`config.mk`:
```
export PLATFORM = sky130hd
export DESIGN_NAME = rpr_reset_seq
export DESIGN_NICKNAME = d
export VERILOG_FILES = /design/src/rtl/rpr_pkg.sv /design/src/rtl/rpr_pd_if.sv /design/src/rtl/rpr_pulldown_timer.sv /design/src/rtl/rpr_reset_seq.sv
export SDC_FILE = /design/constraint.sdc
export NUM_CORES = 1
export LEC_CHECK = 0
export ABC_AREA = 1
export BUFFER_PORTS_ARGS = -buffer_cell sky130_fd_sc_hd__buf_4
export CORE_MARGIN = 2
export CORE_UTILIZATION = 38
export DETAILED_ROUTE_END_ITERATION = 12
export HOLD_SLACK_MARGIN = 0.05
export PLACE_DENSITY_LB_ADDON = 0.05
export SYNTH_ARGS = -nofsm -noshare
export SYNTH_HDL_FRONTEND = slang
export SYNTH_SLANG_ARGS = --single-unit
export TNS_END_PERCENT = 20
```
`constraint.sdc`:
```
create_clock -name ref_clk_i -period 1.2 [get_ports ref_clk_i]
set_input_delay 0 -clock ref_clk_i [delete_from_list [all_inputs] [get_ports ref_clk_i]]
set_output_delay 0 -clock ref_clk_i [all_outputs]
set_load 0.01 [all_outputs]
```
`src/rtl/rpr_pkg.sv`:
```
// constants and types shared by the reset and powerdown return logic
package rpr_pkg;
    localparam int unsigned RPR_PULLDOWN_STATES = 16;
    localparam int unsigned RPR_STATE_CYCLES = 1;
    localparam logic [23:0] RPR_RESET_VECTOR = 24'hFF2080;
    localparam int unsigned RPR_EXT_ADDR_W = 20;
    localparam logic [23:0] RPR_EXT_WIN_LO = 24'hFF2000;
    localparam logic [23:0] RPR_EXT_WIN_HI = 24'hFF2FFF;
    localparam logic [1:0] RPR_MULT_STANDARD = 2'h0;
    localparam logic [1:0] RPR_MULT_RESERVED = 2'h2;
    localparam logic [1:0] RPR_MULT_DOUBLED = 2'h1;
    localparam logic [1:0] RPR_MULT_QUAD = 2'h3;
    localparam logic [2:0] RPR_FACTOR_X1 = 3'h1;
    localparam logic [2:0] RPR_FACTOR_X2 = 3'h2;
    localparam logic [2:0] RPR_FACTOR_X4 = 3'h4;
    localparam logic [1:0] RPR_SYNC_RESET = 2'h3;
    localparam logic RPR_PIN_IDLE = 1'b1;

    typedef enum logic [2:0] {
        RPR_ST_RUN,
        RPR_ST_IDLE,
        RPR_ST_STANDBY,
        RPR_ST_PDOWN,
        RPR_ST_WAKE
    } rpr_mode_t;
endpackage

```
`src/rtl/rpr_pd_if.sv`:
```
// handshake between the sequencer and the pull-down pulse timer
`timescale 1ns/1ps
`default_nettype none
interface rpr_pd_if;
    logic start;
    logic busy;
    modport ctrl (output start, input busy);
    modport timer (input start, output busy);
endinterface
`default_nettype wire

```
`src/rtl/rpr_pulldown_timer.sv`:
```
// pull-down pulse timer counting state times
`timescale 1ns/1ps
`default_nettype none
module rpr_pulldown_timer
    import rpr_pkg::*;
#(
    parameter int unsigned STATES = RPR_PULLDOWN_STATES,
    parameter int unsigned STATE_CYC = RPR_STATE_CYCLES
) (
    input wire logic ref_clk_i, // state clock
    input wire logic rst_i,     // async reset, high
    rpr_pd_if.timer pd          // start and busy
);
    localparam int CW = $clog2(STATES + 1);
    localparam int DW = $clog2(STATE_CYC + 1);
    localparam logic [CW-1:0] STATES_C = CW'(STATES);
    localparam logic [DW-1:0] DIV_LAST = DW'(STATE_CYC - 1);

    logic [CW-1:0] cnt_r;
    logic [DW-1:0] div_r;
    logic busy_r;
    wire state_tick = (div_r == DIV_LAST);
    wire last_state = (cnt_r == CW'(1)) && state_tick;

    //////////////////////////////////////////////////////////////////
    // state time divider and pulse counter
    always_ff @(posedge ref_clk_i or posedge rst_i) begin
        if (rst_i) begin
            cnt_r <= '0;
            div_r <= '0;
            busy_r <= 1'b0;
        end else if (pd.start) begin
            cnt_r <= STATES_C;
            div_r <= '0;
            busy_r <= 1'b1;
        end else if (busy_r) begin
            div_r <= state_tick ? '0 : div_r + DW'(1);
            if (state_tick) begin
                cnt_r <= cnt_r - CW'(1);
            end
            if (last_state) begin
                busy_r <= 1'b0;
            end
        end
    end

    assign pd.busy = busy_r;
endmodule // rpr_pulldown_timer
`default_nettype wire

```
`src/rtl/rpr_reset_seq.sv`:
```
// reset pin, pull-down pulse, powerdown return and fetch address logic
`timescale 1ns/1ps
`default_nettype none
module rpr_reset_seq
    import rpr_pkg::*;
#(
    parameter int unsigned PD_STATES = RPR_PULLDOWN_STATES,
    parameter int unsigned STATE_CYC = RPR_STATE_CYCLES
) (
    input wire logic ref_clk_i,                      // state clock
    input wire logic rst_i,                          // async reset, high
    input wire logic reset_pin_i,                    // reset pin level, low = reset
    output logic reset_pin_o,                        // reset pin drive value, always low
    output logic reset_pin_oe_o,                     // pull-down enable
    input wire logic int_reset_req_i,                // internal reset request pulse
    input wire logic idle_req_i,                     // enter idle pulse
    input wire logic standby_req_i,                  // enter standby pulse
    input wire logic pdown_req_i,                    // enter powerdown pulse
    input wire logic wake_i,                         // wake event from low-power mode
    input wire logic powerdown_return_timing_i,      // timing pin, high = delay passed
    input wire logic [1:0] clock_multiplier_select_i, // multiplier select pins
    input wire logic [23:0] cpu_addr_i,              // cpu address to decode
    output logic chip_rst_o,                         // internal reset, high
    output logic cpu_clk_en_o,                       // cpu clock enable
    output logic periph_clk_en_o,                    // peripheral clock enable
    output logic [2:0] mode_o,                       // power mode state
    output logic [2:0] mult_factor_o,                // clock multiplication factor
    output logic mult_en_o,                          // multiplier circuitry enabled
    output logic mult_reserved_o,                    // unsupported select combination
    output logic fetch_valid_o,                      // first fetch pulse after reset
    output logic [23:0] fetch_addr_o,                // first fetch address
    output logic [RPR_EXT_ADDR_W-1:0] ext_addr_o,    // address on external bus
    output logic ext_sel_o                           // cpu address maps externally
);
    rpr_pd_if pd_if ();

    //////////////////////////////////////////////////////////////////
    // synchronisers
    logic [1:0] pin_sync_r;
    logic [1:0] rpd_sync_r;
    logic [1:0] mult_s1_r;
    logic [1:0] mult_s2_r;
    logic pin_prev_r;

    always_ff @(posedge ref_clk_i or posedge rst_i) begin
        if (rst_i) begin
            pin_sync_r <= RPR_SYNC_RESET;
            rpd_sync_r <= 2'h0;
            mult_s1_r <= 2'h0;
            mult_s2_r <= 2'h0;
            pin_prev_r <= RPR_PIN_IDLE;
        end else begin
            pin_sync_r <= {pin_sync_r[0], reset_pin_i};
            rpd_sync_r <= {rpd_sync_r[0], powerdown_return_timing_i};
            mult_s1_r <= clock_multiplier_select_i;
            mult_s2_r <= mult_s1_r;
            pin_prev_r <= pin_sync_r[1];
        end
    end

    wire pin_low = ~pin_sync_r[1];
    wire pin_fall = pin_prev_r & ~pin_sync_r[1];
    wire rpd_done = rpd_sync_r[1];

    //////////////////////////////////////////////////////////////////
    // pull-down pulse start; own drive-induced edge ignored while busy
    assign pd_if.start = (pin_fall | int_reset_req_i) & ~pd_if.busy;

    rpr_pulldown_timer #(
        .STATES(PD_STATES),
        .STATE_CYC(STATE_CYC)
    ) u_timer (
        .ref_clk_i(ref_clk_i),
        .rst_i(rst_i),
        .pd(pd_if)
    );

    wire reset_act = pin_low | pd_if.busy | pd_if.start;

    //////////////////////////////////////////////////////////////////
    // power mode state machine
    rpr_mode_t mode_r;
    rpr_mode_t mode_nxt;
    logic in_reset_r;

    always_comb begin
        mode_nxt = mode_r;
        case (mode_r)
            RPR_ST_RUN: begin
                if (pdown_req_i) begin
                    mode_nxt = RPR_ST_PDOWN;
                end else if (standby_req_i) begin
                    mode_nxt = RPR_ST_STANDBY;
                end else if (idle_req_i) begin
                    mode_nxt = RPR_ST_IDLE;
                end
            end
            RPR_ST_IDLE, RPR_ST_STANDBY: begin
                if (wake_i) begin
                    mode_nxt = RPR_ST_RUN;
                end
            end
            RPR_ST_PDOWN: begin
                if (wake_i) begin
                    mode_nxt = RPR_ST_WAKE;
                end
            end
            RPR_ST_WAKE: begin
                if (rpd_done) begin
                    mode_nxt = RPR_ST_RUN;
                end
            end
            default: mode_nxt = RPR_ST_RUN;
        endcase
        if (reset_act) begin
            // oscillator may be stopped in powerdown: still wait on timing pin
            if (mode_r == RPR_ST_PDOWN || mode_r == RPR_ST_WAKE) begin
                mode_nxt = RPR_ST_WAKE;
            end else begin
                mode_nxt = RPR_ST_RUN;
            end
        end
    end

    // clocks gated while reset is held; board keeps pin low long enough for settling
    wire cpu_en_nxt = (mode_nxt == RPR_ST_RUN) & ~reset_act;
    wire per_en_nxt = (mode_nxt == RPR_ST_RUN || mode_nxt == RPR_ST_IDLE) & ~reset_act;

    //////////////////////////////////////////////////////////////////
    // multiplier decode
    logic [2:0] factor_nxt;
    always_comb begin
        case (mult_s2_r)
            RPR_MULT_STANDARD: factor_nxt = RPR_FACTOR_X1;
            RPR_MULT_DOUBLED: factor_nxt = RPR_FACTOR_X2;
            RPR_MULT_QUAD: factor_nxt = RPR_FACTOR_X4;
            default: factor_nxt = RPR_FACTOR_X1;
        endcase
    end
    wire mult_en_nxt = (mult_s2_r != RPR_MULT_STANDARD) && (mult_s2_r != RPR_MULT_RESERVED);

    //////////////////////////////////////////////////////////////////
    // address decode
    wire ext_hit = (cpu_addr_i >= RPR_EXT_WIN_LO) && (cpu_addr_i <= RPR_EXT_WIN_HI);
    wire release_now = in_reset_r & ~reset_act & (mode_nxt == RPR_ST_RUN);
    // internal reset also held through the timing pin wait after a powerdown reset
    wire in_reset_nxt = reset_act | (in_reset_r & (mode_nxt != RPR_ST_RUN));

    //////////////////////////////////////////////////////////////////
    // output registers
    always_ff @(posedge ref_clk_i or posedge rst_i) begin
        if (rst_i) begin
            mode_r <= RPR_ST_RUN;
            in_reset_r <= 1'b1;
            chip_rst_o <= 1'b1;
            cpu_clk_en_o <= 1'b0;
            periph_clk_en_o <= 1'b0;
            mult_factor_o <= RPR_FACTOR_X1;
            mult_en_o <= 1'b0;
            mult_reserved_o <= 1'b0;
            fetch_valid_o <= 1'b0;
            ext_sel_o <= 1'b0;
        end else begin
            mode_r <= mode_nxt;
            in_reset_r <= in_reset_nxt;
            chip_rst_o <= in_reset_nxt;
            cpu_clk_en_o <= cpu_en_nxt;
            periph_clk_en_o <= per_en_nxt;
            mult_factor_o <= factor_nxt;
            mult_en_o <= mult_en_nxt;
            mult_reserved_o <= (mult_s2_r == RPR_MULT_RESERVED);
            fetch_valid_o <= release_now;
            ext_sel_o <= ext_hit;
        end
    end

    assign reset_pin_o = 1'b0;
    // timer busy flop drives the pull-down directly: exactly the pulse length
    assign reset_pin_oe_o = pd_if.busy;
    assign mode_o = mode_r;
    assign fetch_addr_o = RPR_RESET_VECTOR;
    assign ext_addr_o = RPR_RESET_VECTOR[RPR_EXT_ADDR_W-1:0];
endmodule // rpr_reset_seq
`default_nettype wire

```
=== Word-level counts from Yosys, hierarchy flattened ===
Cells that the tools add are included.

* Flip-flop bits (word level): 29
* Input bits: 35
* Output and inout bits: 59
* Word-level logic and storage cells: 78

* Add/subtract/negate cells: 2
* Magnitude comparators: 2
* Equality and inequality tests: 11
* Mux-type cells: 19
* Bitwise gates (word level): 15
* Reductions and logical operators: 12

{| class="wikitable"
|+ Operator list
! cell !! number
|-
| 24-bit >= comparator, second input constant || 1
|-
| 24-bit less-or-equal comparator, second input constant || 1
|-
| 3-bit 2-to-1 mux || 8
|-
| 5-bit 2-to-1 mux || 3
|-
| 3-bit one-hot mux with 4 select lines || 1
|-
| 1-bit AND || 7
|-
| 3-bit by 1-bit == test with 1-bit output, second input constant || 2
|-
| 3-bit by 2-bit == test with 1-bit output, second input constant || 2
|-
| 3-bit zero test || 2
|-
| 1-bit 2-to-1 mux || 6
|-
| 3-bit one-hot mux with 2 select lines || 1
|-
| 5-bit by 1-bit == test with 1-bit output, second input constant || 1
|-
| 5-bit by 1-bit subtractor with 5-bit output, second input constant || 1
|-
| 2-bit == test, second input constant || 2
|-
| 2-bit inequality test, second input constant || 2
|-
| 1-bit inverter || 4
|-
| 1-bit bitwise OR || 4
|-
| 2-bit nonzero test || 2
|-
| 3-bit == test, second input constant || 1
|-
| 1-bit logical AND || 3
|-
| 3-bit nonzero test || 1
|-
| 2-bit by 1-bit == test with 1-bit output, second input constant || 1
|-
| 1-bit logical OR || 2
|-
| 2-bit AND reduction || 1
|-
| 2 further kinds || 2
|}

=== Longest topological paths before layout ===
* Word-level depth: 9
* Gate-level depth with buffers: 9
* Mapped depth without buffers: 9

=== By module ===
From an unflattened synthesis, not the netlist that was laid out.

* Cells, all modules: 164
* Area total of the unflattened synthesis: 1,503.9 µm²

{| class="wikitable"
|+ By module, submodules not included
! module !! times used !! cells each !! area an instance (µm²)
|-
| rpr_reset_seq || 1 || 126 || 1,196.1
|-
| rpr_pulldown_timer || 1 || 38 || 307.8
|}

=== Worst setup path before layout ===
Ideal clock, no wire load.

* Kind: reg2reg
* Start: register pin_sync_r[1]
* End: register in_reset_r
* Data arrival time: 1.116 ns
* Slack: 0.007 ns
* Cell stages (with the launch flop): 8
* Path buffers: 0
* Cells stage by stage: dfstp_2 -> inv_2 -> nand2_4 -> nand4_4 -> nor2_4 -> nand2_2 -> nor2_4 -> nor2_2

* Longest elaborated chain between the ends: 9
* Elaborated cells between the ends (all ways): 10
* Classes of those cells: mux (1); bitwise (8); reduce/logical (1)

{| class="wikitable"
|+ Ends and longest elaborated chain
! what !! RTL line !! source
|-
| start: declaration || rpr_reset_seq.sv:39 || <nowiki>logic [1:0] pin_sync_r;</nowiki>
|-
| start signal: assignment || rpr_reset_seq.sv:53 || <nowiki>pin_sync_r <= {pin_sync_r[0], reset_pin_i};</nowiki>
|-
| 1-bit inverter (*) || rpr_reset_seq.sv:61, rpr_reset_seq.sv:62 ||
|-
| 1-bit AND || rpr_reset_seq.sv:62 || <nowiki>wire pin_fall = pin_prev_r & ~pin_sync_r[1];</nowiki>
|-
| 1-bit bitwise OR || rpr_reset_seq.sv:67 || <nowiki>assign pd_if.start = (pin_fall | int_reset_req_i) & ~pd_if.busy;</nowiki>
|-
| 1-bit AND || rpr_reset_seq.sv:67 ||
|-
| 1-bit bitwise OR (*) || rpr_reset_seq.sv:78 || <nowiki>wire reset_act = pin_low | pd_if.busy | pd_if.start;</nowiki>
|-
| 3-bit 2-to-1 mux || rpr_reset_seq.sv:115 || <nowiki>if (reset_act) begin</nowiki>
|-
| 3-bit nonzero test || rpr_reset_seq.sv:147 || <nowiki>wire in_reset_nxt = reset_act | (in_reset_r & (mode_nxt != RPR_ST_RUN));</nowiki>
|-
| 1-bit AND || rpr_reset_seq.sv:147 ||
|-
| 1-bit bitwise OR (*) || rpr_reset_seq.sv:147 ||
|-
| via in_reset_nxt || rpr_reset_seq.sv:147 ||
|-
| end signal: assignment || rpr_reset_seq.sv:165 || <nowiki>in_reset_r <= in_reset_nxt;</nowiki>
|-
| end: declaration || rpr_reset_seq.sv:84 || <nowiki>logic in_reset_r;</nowiki>
|}

Mark *: on every way through the listed nets, which the timed path passes. The rest lies on a longest branch.
A chain may end at the register's enable or synchronous reset.

=== Final worst setup path ===
* Start: register pin_sync_r[1]
* End: register fetch_valid_o

* Longest elaborated chain between the ends: 8
* Elaborated cells between the ends (all ways): 11
* Classes of those cells: mux (1); bitwise (9); reduce/logical (1)

{| class="wikitable"
|+ Ends and longest elaborated chain
! what !! RTL line !! source
|-
| 1-bit inverter (*) || rpr_reset_seq.sv:61, rpr_reset_seq.sv:62 ||
|-
| 1-bit AND || rpr_reset_seq.sv:62 ||
|-
| 1-bit bitwise OR || rpr_reset_seq.sv:67 ||
|-
| 1-bit AND || rpr_reset_seq.sv:67 ||
|-
| 1-bit bitwise OR (*) || rpr_reset_seq.sv:78 ||
|-
| 3-bit 2-to-1 mux / 1-bit inverter (equally long branches) || rpr_reset_seq.sv:115, rpr_reset_seq.sv:145 ||
|-
| 3-bit zero test / 1-bit AND (equally long branches) || rpr_reset_seq.sv:145 || <nowiki>wire release_now = in_reset_r & ~reset_act & (mode_nxt == RPR_ST_RUN);</nowiki>
|-
| 1-bit AND (*) || rpr_reset_seq.sv:145 ||
|-
| via release_now || rpr_reset_seq.sv:145 ||
|-
| end signal: assignment || rpr_reset_seq.sv:172 || <nowiki>fetch_valid_o <= release_now;</nowiki>
|-
| end: declaration || rpr_reset_seq.sv:30 || <nowiki>output logic fetch_valid_o,</nowiki>
|}

Marked as above.

==> summary.log <==
INFO  global_routing groute.usage.overall=12.36%
INFO  power          power.share.combinational=32.0%
INFO  power          leakage=1.020nW
INFO  drt            via_density_per_instance=3.885
INFO  drt            route.vias.total=1010
INFO  run            max_capacitance_violation_count=0
INFO  yosys          synth.area.top_cells=sky130_fd_sc_hd__dfrtp_1, sky130_fd_sc_hd__buf_4, sky130_fd_sc_hd__dfstp_2
INFO  yosys          netlist_instances=155
INFO  sta            period_minus_slack=1247ps
INFO  yosys          synthesis.area=1478um2
INFO  layout         final.fill_count=355
INFO  clocking       cts_num_sinks=28
INFO  sta            hold_viol_final=0
INFO  global_routing grt_pass1_vias=992
INFO  placed_design  place_inst=239
INFO  sta            fin_tns_setup=-110.8ps
INFO  clocking       clk_path_buf_depth=2
INFO  yosys          post_synth.cell_area_avg=9.533um2
INFO  power          power.clock.fraction=21.2%
INFO  floorplan      dieHeight=66.36um
INFO  clocking       cts-buffers-inserted=3
INFO  floorplan      overall_die_area=4404um2
INFO  layout         fraction_of_final_layout_cells_sized_beyond_drive_strength_1=30.19%
INFO  drt            firstDrtPassIters=4
INFO  yosys          synth_top_cells_by_count=sky130_fd_sc_hd__buf_4, sky130_fd_sc_hd__dfrtp_1, sky130_fd_sc_hd__inv_1
INFO  global_routing maximum_number_of_pins_on_one_net_before_global_route_repair=29
INFO  worst_setup_path endpoint_kind=register
INFO  worst_setup_path worst_ep_required_time=1400ps
INFO  yosys          synth_edf_count=0
INFO  placed_design  port-buffer-count=36
INFO  clocking       clkSlewWorstSetupHoldPaths=90ps
INFO  yosys          synth.most_common_cell=sky130_fd_sc_hd__buf_4
INFO  worst_setup_path worst-setup-path-type=reg2reg
INFO  sta            finalSetupViolCount=4
INFO  outcome        failed_checks=setup timing
INFO  sta            share_of_the_clock_period_used_by_the_worst_path=103.9%
INFO  worst_setup_path critPathLaunch=pin_sync_r[1]$_DFF_PP1_
INFO  clocking       ctsRootBufferMaster=sky130_fd_sc_hd__clkbuf_8
INFO  yosys          async_flop_share=100.0%
INFO  global_routing grt_antenna_before_repair=0
INFO  yosys          synth-warning-count=0
INFO  worst_setup_path critical_path.max_fanout=4
INFO  yosys          synth_seq_cells=28
INFO  sta            unrepaired_setup_endpoints_after_global_routing=true
INFO  clocking       worstSkewPairLatency=260ps
INFO  layout         final_net_count=250
INFO  yosys          top_flip_flop_cell_by_instance_count_after_synthesis=sky130_fd_sc_hd__dfrtp_1
INFO  layout         n_antenna_cell=0
INFO  yosys          synth.yosys.seq_area_share=47.84%
INFO  placed_design  gp_routability_congestion=0.7938
INFO  layout         synthToLayoutAreaGrowth=28.03%
INFO  power          cellInternalPower=1.772mW
INFO  power          sequentialPowerShare=46.8%
INFO  power          power.switching=857.9uW
INFO  worst_setup_path worst_ep_arrival_time=1450ps
INFO  worst_hold_path hold_path.class=in2reg
INFO  outcome        status=finished, violations left
INFO  floorplan      ioPinCount=94
INFO  yosys          library_cells_used_by_synthesis=28
INFO  drt            detail_route.drc_violations=0
INFO  power          power.switching_fraction=32.62%
INFO  clocking       post-cts-setup-buffers=0
INFO  clocking       htreeDepth=1
INFO  global_routing globalRouteOverflowTotal=0
INFO  drt            drt_first_iter_violations=25
INFO  placed_design  detailedPlacementHpwl=1876um
INFO  sta            layout_setup_ws=-46.98ps
INFO  floorplan      placementRows=22
INFO  power          vdd_ir_drop_max=0.0006870V
INFO  power          totalPowerFinal=2.630mW
INFO  power          cellPowerDensity=1390nW/um2
INFO  drt            routed_wirelength_normalized_by_instance_count=9.550um
INFO  yosys          yosysTopAreaCellShare=38.95%
INFO  layout         fin_cells=260
INFO  worst_setup_path timing.rr.start=pin_sync_r[1]$_DFF_PP1_
INFO  sta            clock-skew-final=1.110ps
INFO  drt            routed_wl=2483um
INFO  floorplan      die_width=66.36um
INFO  placed_design  dp_slack=-67.01ps
INFO  sta            achievable-frequency=0.8019GHz
INFO  floorplan      floorplan.initialDensity=40.06%
INFO  global_routing grt_pass1_wl=4236um
INFO  sta            maxSlewViolCount=0
INFO  clocking       tritoncts_clock_tree=yes
INFO  yosys          synth_top_cell_by_area=sky130_fd_sc_hd__dfrtp_1
INFO  drt            antenna_left=0
INFO  worst_setup_path worst_setup_path_start_kind=register
INFO  floorplan      placeable_core_region=3689um2
INFO  worst_hold_path worst_hold_startpoint=wake_i
-- path summary, 6_finish.rpt --
path | to | slack (ps) | cells past startpoint
setup / recovery | fetch_valid_o$_DFF_PP0_ | -50 | 6
min in group asynchronous | ext_sel_o$_DFF_PP0_ | 360 | 4
hold reg to reg | rpd_sync_r[1]$_DFF_PP0_ | 350 | 0
setup reg to reg | fetch_valid_o$_DFF_PP0_ | -50 | 6
max in group asynchronous | in_reset_r$_DFF_PP1_ | 540 | 4
hold / removal | mode_o[0]$_DFF_PP0_ | 110 | 4
-- flip-flops by register name (all words and copies together) (netlist names) --
signal / flops
mult_factor_o: 3
mult_s2_r: 2
fetch_valid_o: 1
in_reset_r: 1
rpd_sync_r: 2
pin_sync_r: 2
u_timer.cnt_r: 5
mult_reserved_o: 1
mult_en_o: 1
u_timer.pd.busy: 1
pin_prev_r: 1
cpu_clk_en_o: 1
mult_s1_r: 2
mode_o: 3
ext_sel_o: 1
periph_clk_en_o: 1
-- worst max-delay path: stages (launching register included) --
cell and delay (ps):
sky130_fd_sc_hd__dfstp_2 580, sky130_fd_sc_hd__inv_2 50, sky130_fd_sc_hd__nand2_4 70, sky130_fd_sc_hd__nand4_4 130
sky130_fd_sc_hd__nor2_4 160, sky130_fd_sc_hd__nand3_1 110, sky130_fd_sc_hd__nor2_1 90
-- layer usage --
metal	track usage (%)	wire, um	vias to the layer above
met3	2.896	190	0
li1	-	-	499
met4	2.296	0	0
met5	0	0	-
met1	14.39	917	466
met2	23.00	1375	45
-- power groups by stage --
stage          Sequential (mW)  Combinational (mW)  Clock [mW]
6_report                  1.23               0.841       0.559
3_5_place_dp              1.24               0.776           0
2_1_floorplan             1.25               0.599           0
5_1_grt                   1.26               0.957       0.630
4_1_cts                   1.23               0.824       0.588
3_3_place_gp              1.24               0.774           0
-- timing repair --
| action | CTS | global route |
|---|---|---|
| endpoints found under the hold margin | 28 | 0 |
| resized for setup | 1 | 6 |
| endpoints found under the setup margin | 4 | 8 |
| hold buffers | 17 | 0 |
| pin swaps | 3 | 2 |
-- cells by family (layout without fill, tap and decap cells) --
logic type | after synthesis | after routing | share of synthesized area (%)
other cells | 2 | 45 | 0.5082
buf+inv | 66 | 80 | 28.20
compound gates | 11 | 11 | 4.572
flops | 28 | 28 | 47.84
simple gates | 46 | 46 | 17.19
fa+ha+maj | 2 | 2 | 1.693
-- through the flow --
| step | utilization (%) | cell area, um2 | hold WS, ps |
|---|---|---|---|
| finish | 51.29 | 1892 | 105.5 |
| floorplan | - | 1639 | 4.478 |
| global route | 51.29 | 1892 | 114.1 |
| global placement | 44.74 | 1650 | 88.24 |
| CTS | 50.88 | 1877 | 94.28 |
| detailed placement | 44.74 | 1650 | 94.10 |
-- final cells by class --
class | instances | area, um2 | area share (%)
clock buffers | 4 | 55.05 | 2.910
repair buffers | 56 | 462.9 | 24.47
flip-flops and latches | 28 | 708.2 | 37.43
well taps | 48 | 60.06 | 3.175
inverters | 20 | 77.57 | 4.101
multi-input cells | 104 | 528.0 | 27.91
-- cells in the final DEF (no fill, tap or decap), drive strengths merged, types with 3 or more instances in the layout --
cell and n:
dfrtp 23, buf 39, nor2 14, conb 45
a21oi 4, nand3 6, o21ai 3, dfstp 5
dlygate4sd3 17, inv 20, clkbuf 4, nand2 16
nand4 4
No activity file was read; power rests on OpenSTA's default activity.
